## src/gpm_pkg.sv

```systemverilog
// constants, types and state records of the gauge power-mode block
package gpm_pkg;
    // sample and result widths
    localparam int SAMPLE_W  = 12;
    localparam int BIAS_W    = 8;
    localparam int DIFF_W    = 13;
    localparam int AVG_N     = 128;
    localparam int AVG_SHIFT = 7;
    localparam int AVG_CNT_W = 7;
    localparam int SUM_W     = 20;
    localparam int TEMP_W    = 11;
    localparam int TRIM_W    = 8;
    localparam int GAIN_W    = 19;
    localparam int PROD_W    = 32;

    // result limits of the signed 12-bit current result
    localparam logic signed [SAMPLE_W-1:0] RES_MAX = 12'sh7ff;
    localparam logic signed [SAMPLE_W-1:0] RES_MIN = 12'sh800;

    // scale of one result step, internal (uA) and external (nV)
    localparam int INT_LSB_UA  = 625;
    localparam int EXT_LSB_NV  = 15625;
    localparam int EXT_FS_MV   = 64;
    localparam int INT_FS_MA   = 2560;
    localparam int INT_MIN_FS_MA = 1900;

    // timing figures and derived cycle counts at 4 ns
    localparam longint CLK_PERIOD_PS          = 4000;
    localparam longint BUS_LOW_SLEEP_DELAY_MS = 2200;
    localparam longint UNDERVOLTAGE_DELAY_MS  = 100;
    localparam longint REFRESH_PERIOD_US      = 88000;
    localparam longint PS_PER_MS              = 1000000000;
    localparam longint PS_PER_US              = 1000000;
    localparam longint BUS_LOW_SLEEP_CYC =
        (BUS_LOW_SLEEP_DELAY_MS * PS_PER_MS + CLK_PERIOD_PS - 1)
        / CLK_PERIOD_PS;
    localparam longint UNDERVOLTAGE_CYC =
        (UNDERVOLTAGE_DELAY_MS * PS_PER_MS + CLK_PERIOD_PS - 1)
        / CLK_PERIOD_PS;
    localparam longint SAMPLE_PERIOD_CYC =
        (REFRESH_PERIOD_US * PS_PER_US) / (AVG_N * CLK_PERIOD_PS);
    localparam int SLEEP_CNT_W = 30;
    localparam int UV_CNT_W    = 25;
    localparam int SMP_CNT_W   = 18;

    // sense-resistor compensation, gain in Q15
    localparam int     GAIN_FRAC     = 15;
    localparam longint GAIN_ONE      = 32768;
    localparam longint TEMPCO_PPM    = 3700;
    localparam longint TEMP_LSB_MC   = 125;
    localparam longint PPM_MC_DIV    = 1000000000;
    localparam longint ALPHA_Q       =
        (TEMPCO_PPM * TEMP_LSB_MC * GAIN_ONE) / PPM_MC_DIV;
    localparam longint REF_TEMP_CODE = 200;
    localparam int     TRIM_SHIFT    = 4;

    typedef enum logic {GPM_ACTIVE, GPM_SLEEP} gpm_mode_e;

    // die temperature and process trim for compensation
    typedef struct packed {
        logic signed [TEMP_W-1:0] die_temp;
        logic signed [TRIM_W-1:0] gain_trim;
    } gpm_comp_s;

    typedef struct packed {
        gpm_mode_e                  mode;
        logic [SLEEP_CNT_W-1:0]     bus_low_cnt;
        logic [UV_CNT_W-1:0]        uv_cnt;
        logic                       bus_prev;
        logic                       uv_meta;
        logic                       uv_sync;
        logic [SMP_CNT_W-1:0]       smp_cnt;
        logic                       smp_req;
        logic signed [SAMPLE_W-1:0] result;
        logic                       update;
        logic                       charging;
        logic                       discharging;
    } gpm_state_s;

    typedef struct packed {
        logic signed [SUM_W-1:0]  sum;
        logic [AVG_CNT_W-1:0]     cnt;
        logic signed [DIFF_W-1:0] avg;
        logic                     done;
    } gpm_avg_s;
endpackage

```

## src/gpm_avg.sv

```systemverilog
// running average of a fixed block of signed current samples
`timescale 1ns/1ps
module gpm_avg #(
    parameter int N_SAMPLES = gpm_pkg::AVG_N
) (
    input  wire logic                               mclk_in,
    input  wire logic                               reset_n_in,
    input  wire logic                               clear_in,
    input  wire logic                               valid_in,
    input  wire logic signed [gpm_pkg::DIFF_W-1:0]  sample_in,
    output logic signed [gpm_pkg::DIFF_W-1:0]       avg_out,
    output logic                                    done_out
);
    import gpm_pkg::*;

    // block size must match the shift that divides the sum
    if (N_SAMPLES != (1 << AVG_SHIFT)) begin : g_bad_n
        $error("gpm_avg: N_SAMPLES must equal the averaging block size");
    end

    gpm_avg_s s;
    gpm_avg_s next_s;
    logic signed [SUM_W-1:0] sum_new;

    // accumulate, divide by shift at block end
    always_comb begin
        next_s  = s;
        sum_new = s.sum + SUM_W'(sample_in);
        next_s.done = 1'b0;
        if (clear_in) begin
            next_s.sum = '0;
            next_s.cnt = '0;
        end else if (valid_in) begin
            if (s.cnt == AVG_CNT_W'(N_SAMPLES - 1)) begin
                next_s.avg  = DIFF_W'(sum_new >>> AVG_SHIFT);
                next_s.sum  = '0;
                next_s.cnt  = '0;
                next_s.done = 1'b1;
            end else begin
                next_s.sum = sum_new;
                next_s.cnt = s.cnt + AVG_CNT_W'(1);
            end
        end
    end

    always_ff @(posedge mclk_in or negedge reset_n_in) begin
        if (!reset_n_in) begin
            s <= '0;
        end else begin
            s <= next_s;
        end
    end

    assign avg_out  = s.avg;
    assign done_out = s.done;
endmodule

```

## src/gpm_top.sv

```systemverilog
// power-mode controller and current-measurement sequencer
`timescale 1ns/1ps
// Notes on behaviour
// - sleep after bus low over 2.2 s when permitted
// - sleep on permitted, enabled, held undervoltage
// - wake on bus rise when voltage good
// - both enables zero means no sleep
// - power-up starts in active mode
// - conversions run only while active
// - positive sense difference means charging
// - samples are signed 12-bit two's complement
// - result every 88 ms, 128-sample average
// - out-of-range result clamps to limit
// - internal mode step is 0.625 mA
// - internal mode corrects spread and tempco
// - external mode reports raw sense voltage
// - external mode applies no correction
// - internal range 2.56 A, at least 1.9 A
// - subtract offset bias from every sample
module gpm_top #(
    parameter int unsigned SLEEP_CYC = int'(gpm_pkg::BUS_LOW_SLEEP_CYC),
    parameter int unsigned UV_CYC    = int'(gpm_pkg::UNDERVOLTAGE_CYC),
    parameter int unsigned SMP_CYC   = int'(gpm_pkg::SAMPLE_PERIOD_CYC)
) (
    input  wire logic                                mclk_in,
    input  wire logic                                reset_n_in,
    input  wire logic                                bus_data_in,
    input  wire logic                                sleep_permit_in,
    input  wire logic                    undervoltage_sleep_enable_in,
    input  wire logic                                cell_uv_in,
    input  wire logic                                internal_config_in,
    input  wire logic                                sample_valid_in,
    input  wire logic signed [gpm_pkg::SAMPLE_W-1:0] sense_differential_in,
    input  wire logic signed [gpm_pkg::BIAS_W-1:0]   offset_bias_in,
    input  wire gpm_pkg::gpm_comp_s                  comp_in,
    output logic                                     conv_enable_out,
    output logic                                     sample_req_out,
    output logic                                     sleep_out,
    output logic signed [gpm_pkg::SAMPLE_W-1:0]      current_result_out,
    output logic                                     result_update_out,
    output logic                                     current_charging_out,
    output logic                                     current_discharging_out
);
    import gpm_pkg::*;

    // counters must hold their terminal counts
    if (SLEEP_CYC < 1 || SLEEP_CYC >= (1 << SLEEP_CNT_W) || UV_CYC < 1
        || UV_CYC >= (1 << UV_CNT_W) || SMP_CYC < 2
        || SMP_CYC >= (1 << SMP_CNT_W)) begin : g_bad_cyc
        $error("gpm_top: cycle counts out of counter range");
    end

    // correction gain from die temperature and process trim
    function automatic logic signed [GAIN_W-1:0] gpm_gain(
        input logic signed [TEMP_W-1:0] temp,
        input logic signed [TRIM_W-1:0] trim);
        logic signed [GAIN_W-1:0] dt;
        logic signed [GAIN_W-1:0] tr;
        dt = GAIN_W'(temp) - GAIN_W'(REF_TEMP_CODE);
        tr = GAIN_W'(trim) <<< TRIM_SHIFT;
        return GAIN_W'(GAIN_ONE) + tr - GAIN_W'(ALPHA_Q) * dt;
    endfunction

    // clamp a wide signed value into the result range
    function automatic logic signed [SAMPLE_W-1:0] gpm_sat(
        input logic signed [PROD_W-1:0] v);
        if (v > PROD_W'(RES_MAX)) begin
            return RES_MAX;
        end else if (v < PROD_W'(RES_MIN)) begin
            return RES_MIN;
        end else begin
            return SAMPLE_W'(v);
        end
    endfunction

    gpm_state_s s;
    gpm_state_s next_s;
    logic signed [DIFF_W-1:0] unbiased;
    logic signed [DIFF_W-1:0] avg;
    logic                     avg_done;
    logic                     avg_take;
    logic signed [GAIN_W-1:0] gain;
    logic signed [PROD_W-1:0] comp_val;
    logic                     bus_expired;
    logic                     uv_expired;
    logic                     go_sleep;
    logic                     wake;

    // offset bias removed from each signed sample
    assign unbiased = DIFF_W'(sense_differential_in)
                      - DIFF_W'(offset_bias_in);
    assign avg_take = sample_valid_in && (s.mode == GPM_ACTIVE);

    gpm_avg #(
        .N_SAMPLES (AVG_N)
    ) i_gpm_avg (
        .mclk_in    (mclk_in),
        .reset_n_in (reset_n_in),
        .clear_in   (s.mode == GPM_SLEEP),
        .valid_in   (avg_take),
        .sample_in  (unbiased),
        .avg_out    (avg),
        .done_out   (avg_done)
    );

    // internal mode scales by gain, external passes raw
    assign gain = gpm_gain(comp_in.die_temp, comp_in.gain_trim);
    always_comb begin
        if (internal_config_in) begin
            comp_val = (PROD_W'(avg) * PROD_W'(gain)) >>> GAIN_FRAC;
        end else begin
            comp_val = PROD_W'(avg);
        end
    end

    // sleep and wake conditions
    assign bus_expired = (s.bus_low_cnt == SLEEP_CNT_W'(SLEEP_CYC));
    assign uv_expired  = (s.uv_cnt == UV_CNT_W'(UV_CYC));
    assign go_sleep    = sleep_permit_in && (bus_expired
                         || (undervoltage_sleep_enable_in
                             && uv_expired));
    assign wake = bus_data_in && !s.bus_prev && !s.uv_sync;

    // next-state logic of mode, timers and result
    always_comb begin
        next_s          = s;
        next_s.uv_meta  = cell_uv_in;
        next_s.uv_sync  = s.uv_meta;
        next_s.bus_prev = bus_data_in;
        next_s.smp_req  = 1'b0;
        next_s.update   = 1'b0;
        case (s.mode)
            GPM_ACTIVE: begin
                if (bus_data_in) begin
                    next_s.bus_low_cnt = '0;
                end else if (!bus_expired) begin
                    next_s.bus_low_cnt = s.bus_low_cnt + SLEEP_CNT_W'(1);
                end
                if (!s.uv_sync) begin
                    next_s.uv_cnt = '0;
                end else if (!uv_expired) begin
                    next_s.uv_cnt = s.uv_cnt + UV_CNT_W'(1);
                end
                if (s.smp_cnt == SMP_CNT_W'(SMP_CYC - 1)) begin
                    next_s.smp_cnt = '0;
                    next_s.smp_req = 1'b1;
                end else begin
                    next_s.smp_cnt = s.smp_cnt + SMP_CNT_W'(1);
                end
                if (avg_done && !go_sleep) begin // block dropped on sleep
                    next_s.result      = gpm_sat(comp_val);
                    next_s.update      = 1'b1;
                    next_s.charging    = comp_val > 0;
                    next_s.discharging = comp_val < 0;
                end
                if (go_sleep) begin
                    next_s.mode        = GPM_SLEEP;
                    next_s.bus_low_cnt = '0;
                    next_s.uv_cnt      = '0;
                    next_s.smp_cnt     = '0;
                    next_s.smp_req     = 1'b0;
                end
            end
            GPM_SLEEP: begin
                if (wake) begin
                    next_s.mode = GPM_ACTIVE;
                end
            end
            default: begin
                next_s.mode = GPM_ACTIVE;
            end
        endcase
    end

    // state register, active mode from reset
    always_ff @(posedge mclk_in or negedge reset_n_in) begin
        if (!reset_n_in) begin
            s      <= '0;
            s.mode <= GPM_ACTIVE;
        end else begin
            s <= next_s;
        end
    end

    assign conv_enable_out         = (s.mode == GPM_ACTIVE);
    assign sample_req_out          = s.smp_req;
    assign sleep_out               = (s.mode == GPM_SLEEP);
    assign current_result_out      = s.result;
    assign result_update_out       = s.update;
    assign current_charging_out    = s.charging;
    assign current_discharging_out = s.discharging;
endmodule

```

## config.mk

```make
export PLATFORM = sky130hd
export DESIGN_NAME = gpm_top
export DESIGN_NICKNAME = d
export VERILOG_FILES = /design/src/gpm_pkg.sv /design/src/gpm_avg.sv /design/src/gpm_top.sv
export SDC_FILE = /design/constraint.sdc
export NUM_CORES = 1
export LEC_CHECK = 0
export BUFFER_PORTS_ARGS = -buffer_cell sky130_fd_sc_hd__buf_2
export CORE_MARGIN = 2
export CORE_UTILIZATION = 35
export DETAILED_ROUTE_END_ITERATION = 10
export GPL_ROUTABILITY_DRIVEN = 0
export GPL_TIMING_DRIVEN = 0
export PLACE_DENSITY = 0.49
export SLEW_MARGIN = 5
export SYNTH_ARGS = -nofsm -noshare
export SYNTH_HDL_FRONTEND = slang
export SYNTH_HIERARCHICAL = 1
export SYNTH_SLANG_ARGS = --single-unit
```

## constraint.sdc

```tcl
create_clock -name mclk_in -period 6.45 [get_ports mclk_in]
set_clock_uncertainty 0.05 [all_clocks]
set_input_delay 0 -clock mclk_in [delete_from_list [all_inputs] [get_ports mclk_in]]
set_output_delay 0 -clock mclk_in [all_outputs]
set_load 0.1 [all_outputs]
```

## Yosys cells after proc, flatten, opt, wreduce, memory -nomap -nowiden

Cells that the tools add are included.

- Input bits: 47
- Bits in registers: 134
- Output and inout port bits: 18

- Multiply operators: 2
- Mux-type cells: 20
- Eq/ne operators: 6
- $lt $le $gt $ge: 4
- Bitwise gates (word level): 1
- Reductions and logical operators: 15
- Add/subtract/negate cells: 9

Operators with widths:

| operator | number |
|---|---|
| $mux 30 | 2 |
| $mux 56 | 1 |
| $mux 27 | 2 |
| $mux 25 | 2 |
| $mux 41 | 1 |
| $gt 32x1->1 const B | 1 |
| $gt 32x12->1 const B | 1 |
| $lt 32x1->1 const B | 1 |
| $lt 32x12->1 const B | 1 |
| $mul 13x19->32 | 1 |
| $mux 32 | 1 |
| $add 30x1->30 const B | 1 |
| $eq 30x30->1 const B | 1 |
| $add 25x1->25 const B | 1 |
| $eq 25x25->1 const B | 1 |
| $mux 12 | 2 |
| $add 20x13->20 | 1 |
| $mux 19 | 1 |
| $sub 18x17->19 | 1 |
| $add 17x12->18 const A | 1 |
| $add 18x1->18 const B | 1 |
| $eq 18x18->1 const B | 1 |
| $mux 18 | 1 |
| $mul 5x12->17 const A | 1 |
| other kinds (17) | 29 |

## Logic depth before layout (Yosys ltp)

Gate-level depths: netlist of run 1.

- Depth after elaboration: 10
- Depth in mapped cells: 45
- Mapped depth without buffers: 43

## Cells and area by module

Netlist of run 1, hierarchy kept.

By module, submodules not included:

| module | times used | sequential area each (µm²) | cells an instance | area each (µm²) |
|---|---|---|---|---|
| gpm_top | 1 | 2327.2 | 1791 | 16075.4 |
| gpm_avg | 1 | 1026.0 | 271 | 2567.5 |

## Worst setup path before layout of run 1

No wires, ideal clock.

- Path type: input -> register
- Start: in comp_in[11] (netlist bit)
- End: reg s (netlist bit current_result_out[0])
- Path buffers: 2
- Setup slack: -3808 ps
- Required time: 6280 ps
- Stages on the path: 41
- Data arrival time: 10089 ps
- Path through: inv_1 -> ha_1 -> nand2b_1 -> nand2_1 -> xor2_1 -> inv_1 -> fa_1 -> ha_1 -> inv_1 -> fa_1 -> inv_1 -> fa_1 -> inv_1 -> ha_1 -> a21oi_1 -> o21ai_0 -> a21oi_1 -> a21boi_0 -> [5 not listed] -> fa_1 -> inv_1 -> fa_1 -> fa_1 -> fa_1 -> ha_1 -> ha_1 -> and4_1 -> and2_1 -> a221oi_1 -> o21ai_0 -> o21a_1 -> or3_4 -> a31oi_4 -> o31a_1 -> buf_6 -> nor3_2 -> o22a_2

- Word-level cells in the longest chain between the ends: 8
- Elaborated cells between the ends (all ways): 9
- Those cells by class: add/sub: 2; mul: 2; order compare: 2; mux: 3

RTL lines:

| what | line | RTL |
|---|---|---|
| start: declaration | gpm_top.sv:35 | `input wire gpm_pkg::gpm_comp_s comp_in,` |
| $sub 11x9->12 * | gpm_top.sv:59 | `dt = GAIN_W'(temp) - GAIN_W'(REF_TEMP_CODE);` |
| $mul 5x12->17 * | gpm_top.sv:61 | `return GAIN_W'(GAIN_ONE) + tr - GAIN_W'(ALPHA_Q) * dt;` |
| $sub 18x17->19 * | gpm_top.sv:61 |  |
| $mul 13x19->32 * | gpm_top.sv:110 | `comp_val = (PROD_W'(avg) * PROD_W'(gain)) >>> GAIN_FRAC;` |
| $mux 32 * | gpm_top.sv:109 | `if (internal_config_in) begin` |
| $lt 32x12->1 | gpm_top.sv:69 | `end else if (v < PROD_W'(RES_MIN)) begin` |
| $mux 12 | gpm_top.sv:69 |  |
| $mux 12 * | gpm_top.sv:67 | `if (v > PROD_W'(RES_MAX)) begin` |
| end signal: assignment | gpm_top.sv:181 | `s <= next_s;` |
| end: declaration | gpm_top.sv:76 | `gpm_state_s s;` |

Every way passes the cells marked *; elsewhere a longest branch is shown, timed or not.
A chain may end at the register's enable or synchronous reset.

## Worst setup path after layout of run 1

- Start: in comp_in[11] (netlist bit)
- End: reg s (netlist bit current_result_out[1])

Same word-level chain as after synthesis.

==> impl_metrics.env, run 1 <==
export IMPL_top_usage_layer="met2"
export IMPL_start_util_pct=35.4
export IMPL_die_height_um=235
export IMPL_clk_pin_slew_ns=0.06
export IMPL_p_leak_nw=10.7
export IMPL_criticalPathCategory="input port to register"
export IMPL_crit_fanout=5
export IMPL_portBuffers=64
export IMPL_cts_made_buffers=17
export IMPL_viasPerCell=4.90
export IMPL_clock_path_buffers=2
export IMPL_tightest_slew_ns=0.796
export IMPL_drive_gt1_share_pct=18.9
export IMPL_slew_headroom_pct=46.9
export IMPL_vdd_drop_max_v=0.000405
export IMPL_cts_sinks=134
export IMPL_grt_pass1_vias=15200
export IMPL_timing_critical_path_mode_cell="fa_1"
export IMPL_finalCritPeriodShare_pct=148
export IMPL_die_w_um=235
export IMPL_critical_path_slowest_cell="fa_1"
export IMPL_yosys_warnings=6
export IMPL_worst_slack_ns=-3.11
export IMPL_post_route_cell_area_sq_mm=0.0224
export IMPL_cpPeakStageDelay_ns=0.57
export IMPL_dp_hpwl_mm=37.3
export IMPL_rsz0062_at_grt="yes"
export IMPL_antenna_found_initial=1
export IMPL_drcViolationCount=0
export IMPL_hold_path_class="input port to register"
export IMPL_coreArea_sq_mm=0.0527
export IMPL_rows=84
export IMPL_dr_pass1_iters=5
export IMPL_grt_pass1_wl_mm=80.0
export IMPL_area_growth_pct=20.3
export IMPL_avgSynthCellArea_sq_um=9.04
export IMPL_p_total_mw=6.80
export IMPL_io_pins=65
export IMPL_worstHoldPathCells=5
export IMPL_synth_seq_cells=134
export IMPL_synth_area_leaders="fa_1 (28%), dfrtp_1 (18%), ha_1 (11%), inv_1 (7.1%), nand2_1 (4.7%)"
export IMPL_cp_arrival_ns=9.82
export IMPL_grt_max_degree=72
export IMPL_worstHoldStart="sample_valid_in"
export IMPL_cellPowerDensity_mw_per_mm2=303
export IMPL_grtUsageTotal_pct=17.9
export IMPL_fill_cells=5163
export IMPL_timing_rr_start="i_gpm_avg/avg_out[10]"
export IMPL_grt_overflow=0
export IMPL_final_max_slew_viol_count=0
export IMPL_async_reset_ff_share_pct=100
export IMPL_finalSetupViolations=14
export IMPL_nNetsFinal=2695
export IMPL_drt_wl_total_mm=47.4
export IMPL_reg2reg_to="current_result_out[1]"
export IMPL_critPathLaunchType="input port"
export IMPL_synth_flop_cell="dfrtp_1"
export IMPL_maxCapViolations=0
export IMPL_grtUsageMet1_pct=23.9
export IMPL_fmaxAchievable_mhz=105
export IMPL_netlist_cell_type_count=83
export IMPL_htree_levels=4
export IMPL_worstPathRequired_ns=6.71
export IMPL_grtUsageMet2_pct=30.6
export IMPL_hold_viol=0
export IMPL_ant_nets=0
export IMPL_die_area_sq_mm=0.0551
export IMPL_syn_instance_count=2062
export IMPL_r2r_cells=28
export IMPL_syn_area_sq_mm=0.0186
export IMPL_use_met3_pct=2.73
export IMPL_root_buffer="clkbuf_16"
export IMPL_yosysTopAreaCell="fa_1"
export IMPL_finalCriticalPeriod_ns=9.56
export IMPL_postPlaceCellArea_sq_mm=0.0204
export IMPL_synth_nets=2525
export IMPL_synth_edff_count=0
export IMPL_violations="setup timing"
export IMPL_hold_path_end="i_gpm_avg/s[16]"
export IMPL_ff2ff_setup_slack_ns=-1.46
export IMPL_vias=14400
export IMPL_ys_seq_area_share_pct=18.0
export IMPL_worst_skew_pair_late_latency_ns=0.43
export IMPL_cts_tree="built"
export IMPL_wire_per_inst_um=16.1
export IMPL_outcome="finished with violations"
export IMPL_first_iter_violations=707
export IMPL_synth_top_area_share_pct=27.7
export IMPL_end_kind="register"
-- synthesized netlist by cell type, drive strengths merged (14+ instances only) --
cell type	instances
a21o	20
clkbuf	61
nor2b	16
nand2	234
nor3	19
nor2	128
and3	23
inv	352
ha	158
xor2	52
nand3	42
fa	258
xnor2	62
o21ai	74
and2	107
a22o	14
a21oi	69
nand4	22
buf	35
dfrtp	134
-- how the worst max path moves through the flow --
stage	startpoint	slack, ns	cells past startpoint	endpoint
floorplan	comp_in[11]	-2.90	43	current_result_out[0]
global placement	comp_in[13]	-4.14	37	current_result_out[8]
detailed placement	comp_in[11]	-4.21	40	current_result_out[2]
CTS	comp_in[11]	-2.99	45	current_result_out[6]
global route	comp_in[11]	-3.49	46	current_result_out[6]
finish	comp_in[11]	-3.11	45	current_result_out[1]
-- power by group --
part | switching [mW] | internal, mW
clock | 0.394 | 0.661
combinational | 2.78 | 1.95
sequential | 0.0794 | 0.932
-- area by class of cell --
class	instances	area, sq um	share of cell area (%)
multi-input combinational	1480	14600	64.9
sequential	134	3350	14.9
inverter	352	1330	5.95
timing repair buffer	152	1130	5.03
tap	688	861	3.84
buffer	95	564	2.52
clock buffer	18	439	1.96
clock inverter	14	199	0.887
antenna	1	2.50	0.0112
-- metal layers --
layer	routed length (um)	share of wire, %	vias to the layer above
li1	-	-	6924
met1	21600	46	7186
met2	23200	49	221
met3	1790	3.8	40
met4	735	1.6	0
met5	0	0	-
-- cell usage in the layout, fill, tap and decap left out, types with 17 or more instances in the layout --
master     count
nand3_1       39
and3_1        21
o21ai_0       64
nand4_1       22
ha_1         118
clkbuf_1      49
inv_2         28
buf_2         65
ha_4          36
a21o_1        20
a21oi_1       53
fa_1         245
and2_1       101
inv_1        320
xor2_1        46
xnor2_1       51
clkbuf_16     17
buf_4         95
dfrtp_1      134
nand2_1      225
nor2_1       121
-- logic make-up (layout without fill, tap and decap cells) --
| family | Yosys count | after routing | share of synthesized area, % |
|---|---|---|---|
| AND/OR/NAND/NOR | 649 | 649 | 17.1 |
| buffers and inverters | 448 | 631 | 9.69 |
| adder cells (fa/ha/maj) | 416 | 416 | 38.3 |
| AO/OA/AOI/OAI | 288 | 288 | 10.9 |
| flip-flops | 134 | 134 | 18.0 |
| XOR/XNOR | 114 | 114 | 5.36 |
| multiplexers | 13 | 13 | 0.745 |
| other | 0 | 1 | 0 |
-- through the flow --
step                setup WS, ns  utilization [%]  std cells  hold WS (ns)  TNS [ns]
global placement           -4.14             38.6       2814        0.0664    -56.88
floorplan                  -2.90                -       2062        -0.346    -39.60
finish                     -3.11             42.6       2934        0.0376    -42.77
detailed placement         -4.21             38.7       2816      -0.00780    -57.89
global route               -3.49             42.6       2933        0.0695    -48.02
CTS                        -2.99             41.9       2912        0.0187    -41.17
-- worst max-delay path, delay by kind of cell --
kind | cells | cell delay (ns)
fa+ha+maj | 13 | 5.02
compound gates | 11 | 2.04
buf+inv | 13 | 1.43
simple gates | 6 | 0.94
xor+xnor | 2 | 0.38
-- state kept, by name, indices dropped and copies added, names as in the netlist --
name and count:
s 75, i_gpm_avg/s 27, i_gpm_avg/avg_out 13, current_result_out 12, current_charging_out 1, current_discharging_out 1, i_gpm_avg/done_out 1, next_s 1
result_update_out 1, sample_req_out 1, sleep_out 1
-- timing repair --
item	CTS	global route
hold buffers	4	0
endpoints found under the setup margin	14	14
resized for setup	111	46
pin swaps	101	65
gates cloned	4	0
endpoints found under the hold margin	68	0
buffers inserted	57	22
Power figures use the tool's default switching activity.
==> run 2: changes to the inputs <==
GPL_TIMING_DRIVEN = not set   (was 0)
==> run 2 against run 1 <==
  * The flow still finishes with violations (setup timing)
  * Hold slack lost 0.0069 ns
  * Clock power shrank 6%
  * Via count grew 2.4%
  * Sequential share of layout area shrank 0.51 points
  * Die area unchanged
  * Combinational power is 15% higher
  * Maximum frequency up 0.55%
  * Non-clock buffer count grew 92
  * Critical path depth is 2 lower
  * Cell count grew 3.1%
  * First-iteration DRC count is 9.1% lower
  * Highest routed layer unchanged
==> impl_metrics.env, run 2 (same netlist as run 1, synthesis figures left out) <==
export IMPL_outcome="finished with violations"
export IMPL_violations="setup timing"
export IMPL_die_w_um=235
export IMPL_finalCritPeriodShare_pct=147
export IMPL_cp_arrival_ns=9.83
export IMPL_cts_sinks=134
export IMPL_start_util_pct=35.4
export IMPL_clock_path_buffers=2
export IMPL_rsz0062_at_grt="yes"
export IMPL_r2r_cells=26
export IMPL_maxCapViolations=0
export IMPL_cts_made_buffers=17
export IMPL_dr_pass1_iters=5
export IMPL_vdd_drop_max_v=0.000452
export IMPL_cpPeakStageDelay_ns=0.57
export IMPL_whs_ns=0.0307
export IMPL_reg2reg_to="current_result_out[4]"
export IMPL_criticalPathCategory="input port to register"
export IMPL_root_buffer="clkbuf_16"
export IMPL_finalCriticalPeriod_ns=9.50
export IMPL_num_antenna_cells=0
export IMPL_clkPwrFrac_pct=13.4
export IMPL_io_pins=65
export IMPL_tightest_slew_ns=1.04
export IMPL_drcViolationCount=0
export IMPL_p_seq_share_pct=13.6
export IMPL_grt_pass1_vias=15900
export IMPL_worst_skew_pair_late_latency_ns=0.44
export IMPL_pwr_share_comb_pct=73.0
export IMPL_rows=84
export IMPL_end_kind="register"
export IMPL_multi_input_area_sq_mm=0.0146
export IMPL_critPathLaunchType="input port"
export IMPL_grt_overflow=0
export IMPL_antenna_found_initial=1
export IMPL_nNetsFinal=2788
export IMPL_final_common_cell="inv_1"
export IMPL_seq_area_sq_mm=0.00335
export IMPL_wire_per_inst_um=15.3
export IMPL_grt_max_degree=80
export IMPL_vias=14700
export IMPL_coreArea_sq_mm=0.0527
export IMPL_first_iter_violations=643
export IMPL_fill_cells=5194
export IMPL_die_height_um=235
export IMPL_portBuffers=64
export IMPL_cellPowerDensity_mw_per_mm2=321
export IMPL_ant_nets=0
export IMPL_crit_fanout=6
export IMPL_power_internal_mw=4.07
export IMPL_p_sw_share_pct=45.4
export IMPL_timing_rr_start="i_gpm_avg/avg_out[12]"
export IMPL_worstPathRequired_ns=6.78
export IMPL_dp_hpwl_mm=36.9
export IMPL_clk_pin_slew_ns=0.06
export IMPL_p_leak_nw=11.3
export IMPL_worst_slack_ns=-3.05
export IMPL_grt_pass1_wl_mm=80.0
export IMPL_drive_gt1_share_pct=23.5
export IMPL_timing_critical_path_mode_cell="fa_1"
export IMPL_slew_headroom_pct=30.9
export IMPL_area_growth_pct=24.6
export IMPL_drt_wl_total_mm=46.3
export IMPL_htree_levels=4
export IMPL_finalSetupViolations=14
export IMPL_hold_viol=0
export IMPL_final_max_slew_viol_count=0
export IMPL_fmaxAchievable_mhz=105
export IMPL_viasPerCell=4.86
export IMPL_largest_register="s"
export IMPL_ff2ff_setup_slack_ns=-0.39
export IMPL_critical_path_slowest_cell="fa_1"
export IMPL_place_ws_ns=-3.79
export IMPL_grtUsageTotal_pct=17.6
export IMPL_largest_reg_flops=75
export IMPL_final_cell_mix="inv_1 (325), buf_4 (256), fa_1 (250), nand2_1 (228), dfrtp_1 (134)"
export IMPL_hold_path_class="input port to async pin"
export IMPL_power_switching_mw=3.38
export IMPL_cts_tree="built"
export IMPL_die_area_sq_mm=0.0551
[run 2: power by group through the flow]
stage          Clock (mW)  Combinational, mW  Sequential [mW]
2_1_floorplan           0               2.54             1.01
3_3_place_gp            0               4.55             1.02
3_5_place_dp            0               4.56             1.03
4_1_cts              1.04               4.90             1.01
5_1_grt              1.07               5.94             1.03
6_report             1.00               5.44             1.01
[run 2: final cells by class]
class	instances	area share, %
clock buffers	19	1.91
inverters	352	5.72
multi-input cells	1481	62.8
well taps	688	3.71
repair buffers	339	10.8
clock inverters	13	0.630
flip-flops and latches	134	14.4
[run 2: what timing repair did]
action,in CTS,in global routing
hold buffers,5,0
hold endpoints to repair,61,0
pin swaps,82,58
setup endpoints to repair,14,14
gates cloned,1,0
gates resized for setup,64,53
setup buffers,29,12
[run 2: per-layer routing]
layer / global-route usage [%] / vias up / share of wire, %
met3: 1.86 / 30 / 2.5
met4: 4.09 / 0 / 1.2
met5: 0 / - / 0
li1: - / 7089 / -
met2: 29.8 / 168 / 50
met1: 24.3 / 7422 / 47
[run 2: worst max path at each step]
stage | start | endpoint | slack (ns)
2_1_floorplan | comp_in[11] | current_result_out[0] | -2.90
5_1_grt | comp_in[12] | current_charging_out | -3.45
4_1_cts | comp_in[11] | current_charging_out | -2.96
6_report | comp_in[12] | current_result_out[6] | -3.05
3_5_place_dp | comp_in[11] | current_result_out[0] | -3.79
3_3_place_gp | comp_in[11] | current_result_out[0] | -3.67
[run 2: metrics by stage]
stage          power (mW)  utilization [%]  area [sq um]  TNS, ns  instances
3_5_place_dp         5.58             41.0         21600   -52.10       2949
2_1_floorplan        3.55                -         19100   -39.60       2062
3_3_place_gp         5.57             41.0         21600   -50.51       2949
5_1_grt              8.04             44.1         23200   -47.54       3026
6_report             7.46             44.1         23200   -41.87       3026
4_1_cts              6.96             43.4         22900   -40.81       3016
[run 2: worst max-delay path, delay by kind of cell]
| kind | cells | cell delay (ns) |
|---|---|---|
| buf+inv | 11 | 1.16 |
| simple gates | 7 | 1.22 |
| xor+xnor | 3 | 0.50 |
| compound gates | 10 | 1.95 |
| fa+ha+maj | 12 | 4.97 |
==> run 3: changes to the inputs <==
CTS_BUF_LIST = sky130_fd_sc_hd__clkbuf_4 sky130_fd_sc_hd__clkbuf_8 sky130_fd_sc_hd__clkbuf_16   (was not set)
==> run 3 against run 2 <==
  * The run still ends with setup timing left
  * Routed wire length hardly changed
  * Non-clock buffer count did not move
  * Design area hardly changed
  * Flip-flop and latch count did not move
  * Via count unchanged
  * Total power is essentially flat
  * Die area unchanged
  * Critical path type unchanged
  * Critical endpoint unchanged
  * Largest cell class unchanged
==> impl_metrics.env, run 3 (same netlist as run 1, synthesis figures left out) <==
export IMPL_outcome="finished with violations"
export IMPL_violations="setup timing"
export IMPL_cts_tree="built"
export IMPL_grtUsageTotal_pct=17.6
export IMPL_finalSetupViolations=14
export IMPL_grt_overflow=0
export IMPL_vias=14700
export IMPL_end_kind="register"
export IMPL_p_total_mw=7.46
export IMPL_final_max_slew_viol_count=0
export IMPL_slew_headroom_pct=30.9
export IMPL_crit_fanout=6
export IMPL_drcViolationCount=0
export IMPL_cp_arrival_ns=9.83
export IMPL_crit_family="adder cells"
export IMPL_cellPowerDensity_mw_per_mm2=321
export IMPL_die_area_sq_mm=0.0551
export IMPL_place_ws_ns=-3.79
export IMPL_worst_slack_ns=-3.05
export IMPL_maxCapViolations=0
export IMPL_drive_gt1_share_pct=23.6
export IMPL_cts_sinks=134
export IMPL_dr_pass1_iters=5
export IMPL_path_depth=43
export IMPL_die_height_um=235
export IMPL_tightest_slew_ns=1.04
export IMPL_cpPeakStageDelay_ns=0.57
export IMPL_p_leak_nw=11.3
export IMPL_hold_path_class="input port to async pin"
export IMPL_critPathLaunchType="input port"
export IMPL_largest_reg_flops=75
export IMPL_grt_pass1_wl_mm=80.0
export IMPL_multi_input_area_sq_mm=0.0146
export IMPL_root_buffer="clkbuf_16"
export IMPL_largest_register="s"
export IMPL_grt_pass1_vias=15900
export IMPL_criticalPathCategory="input port to register"
export IMPL_final_cell_mix="inv_1 (325), buf_4 (256), fa_1 (250), nand2_1 (228), dfrtp_1 (134)"
export IMPL_finalCriticalPeriod_ns=9.50
export IMPL_start_util_pct=35.4
export IMPL_worstPathRequired_ns=6.78
export IMPL_worst_skew_pair_late_latency_ns=0.44
export IMPL_critical_path_slowest_cell="fa_1"
export IMPL_wire_per_inst_um=15.3
export IMPL_portBuffers=64
export IMPL_antenna_found_initial=1
export IMPL_rsz0062_at_grt="yes"
export IMPL_top_usage_layer="met2"
export IMPL_ant_nets=0
export IMPL_fmaxAchievable_mhz=105
export IMPL_dp_hpwl_mm=36.9
export IMPL_seq_area_sq_mm=0.00335
export IMPL_viasPerCell=4.86
export IMPL_r2r_cells=26
export IMPL_grtUsageMet1_pct=24.3
export IMPL_final_common_cell="inv_1"
export IMPL_htree_levels=4
export IMPL_clock_path_buffers=2
export IMPL_io_pins=65
export IMPL_clk_pin_slew_ns=0.06
export IMPL_grt_max_degree=80
export IMPL_finalCritPeriodShare_pct=147
export IMPL_nNetsFinal=2788
export IMPL_vdd_drop_max_v=0.000452
export IMPL_area_growth_pct=24.6
export IMPL_num_antenna_cells=0
export IMPL_rows=84
export IMPL_drt_wl_total_mm=46.3
export IMPL_coreArea_sq_mm=0.0527
export IMPL_first_iter_violations=643
export IMPL_cts_made_buffers=17
export IMPL_grtUsageMet2_pct=29.8
export IMPL_tns_ns=-41.87
export IMPL_timing_critical_path_mode_cell="fa_1"
export IMPL_use_met3_pct=1.86
export IMPL_hold_viol=0
export IMPL_crit_buf_inv=11
export IMPL_fill_cells=5194
export IMPL_die_w_um=235
[run 3: worst paths after layout]
path                                        from               endpoint  slack, ns
max                                  comp_in[12]  current_result_out[6]      -3.05
min                                   reset_n_in                  s[31]       0.03
max reg2reg                i_gpm_avg/avg_out[12]  current_result_out[4]      -0.39
min reg2reg                           next_s[34]                  s[34]       0.30
max in group asynchronous             reset_n_in                  s[73]       4.89
min in group mclk_in           offset_bias_in[0]        i_gpm_avg/s[21]       0.13
[run 3: repair_timing]
| item | in CTS | in global routing |
|---|---|---|
| endpoints found under the hold margin | 61 | 0 |
| hold buffers | 5 | 0 |
| pin swaps | 82 | 58 |
| endpoints found under the setup margin | 14 | 14 |
| setup buffers | 29 | 12 |
| resized for setup | 64 | 53 |
| gates cloned | 1 | 0 |
[run 3: metal layers]
metal	vias up	routed length, um
li1	7089	-
met1	7422	21600
met2	168	23000
met3	30	1140
met4	0	572
met5	-	0
[run 3: power breakdown]
group / total, mW / switching [mW] / internal [mW] / leakage [nW]
sequential: 1.01 / 0.0808 / 0.932 / 1.83
clock: 1.01 / 0.419 / 0.588 / 0.282
combinational: 5.44 / 2.88 / 2.56 / 9.24
[run 3: cell type report]
class                           count  share of cell area (%)
Multi-Input combinational cell   1481                    62.8
Sequential cell                   134                    14.4
Timing Repair Buffer              339                    10.8
Inverter                          352                    5.72
Tap cell                          688                    3.71
Clock buffer                       19                    1.92
Clock inverter                     13                   0.630
[run 3: per-stage QoR]
| stage | utilization (%) | instances | cell area (sq um) | hold slack, ns |
|---|---|---|---|---|
| 6_report | 44.1 | 3026 | 23200 | 0.0307 |
| 5_1_grt | 44.1 | 3026 | 23200 | 0.0570 |
| 4_1_cts | 43.4 | 3016 | 22900 | 0.0305 |
| 3_5_place_dp | 41.0 | 2949 | 21600 | -0.0477 |
| 3_3_place_gp | 41.0 | 2949 | 21600 | -0.0548 |
| 2_1_floorplan | - | 2062 | 19100 | -0.346 |
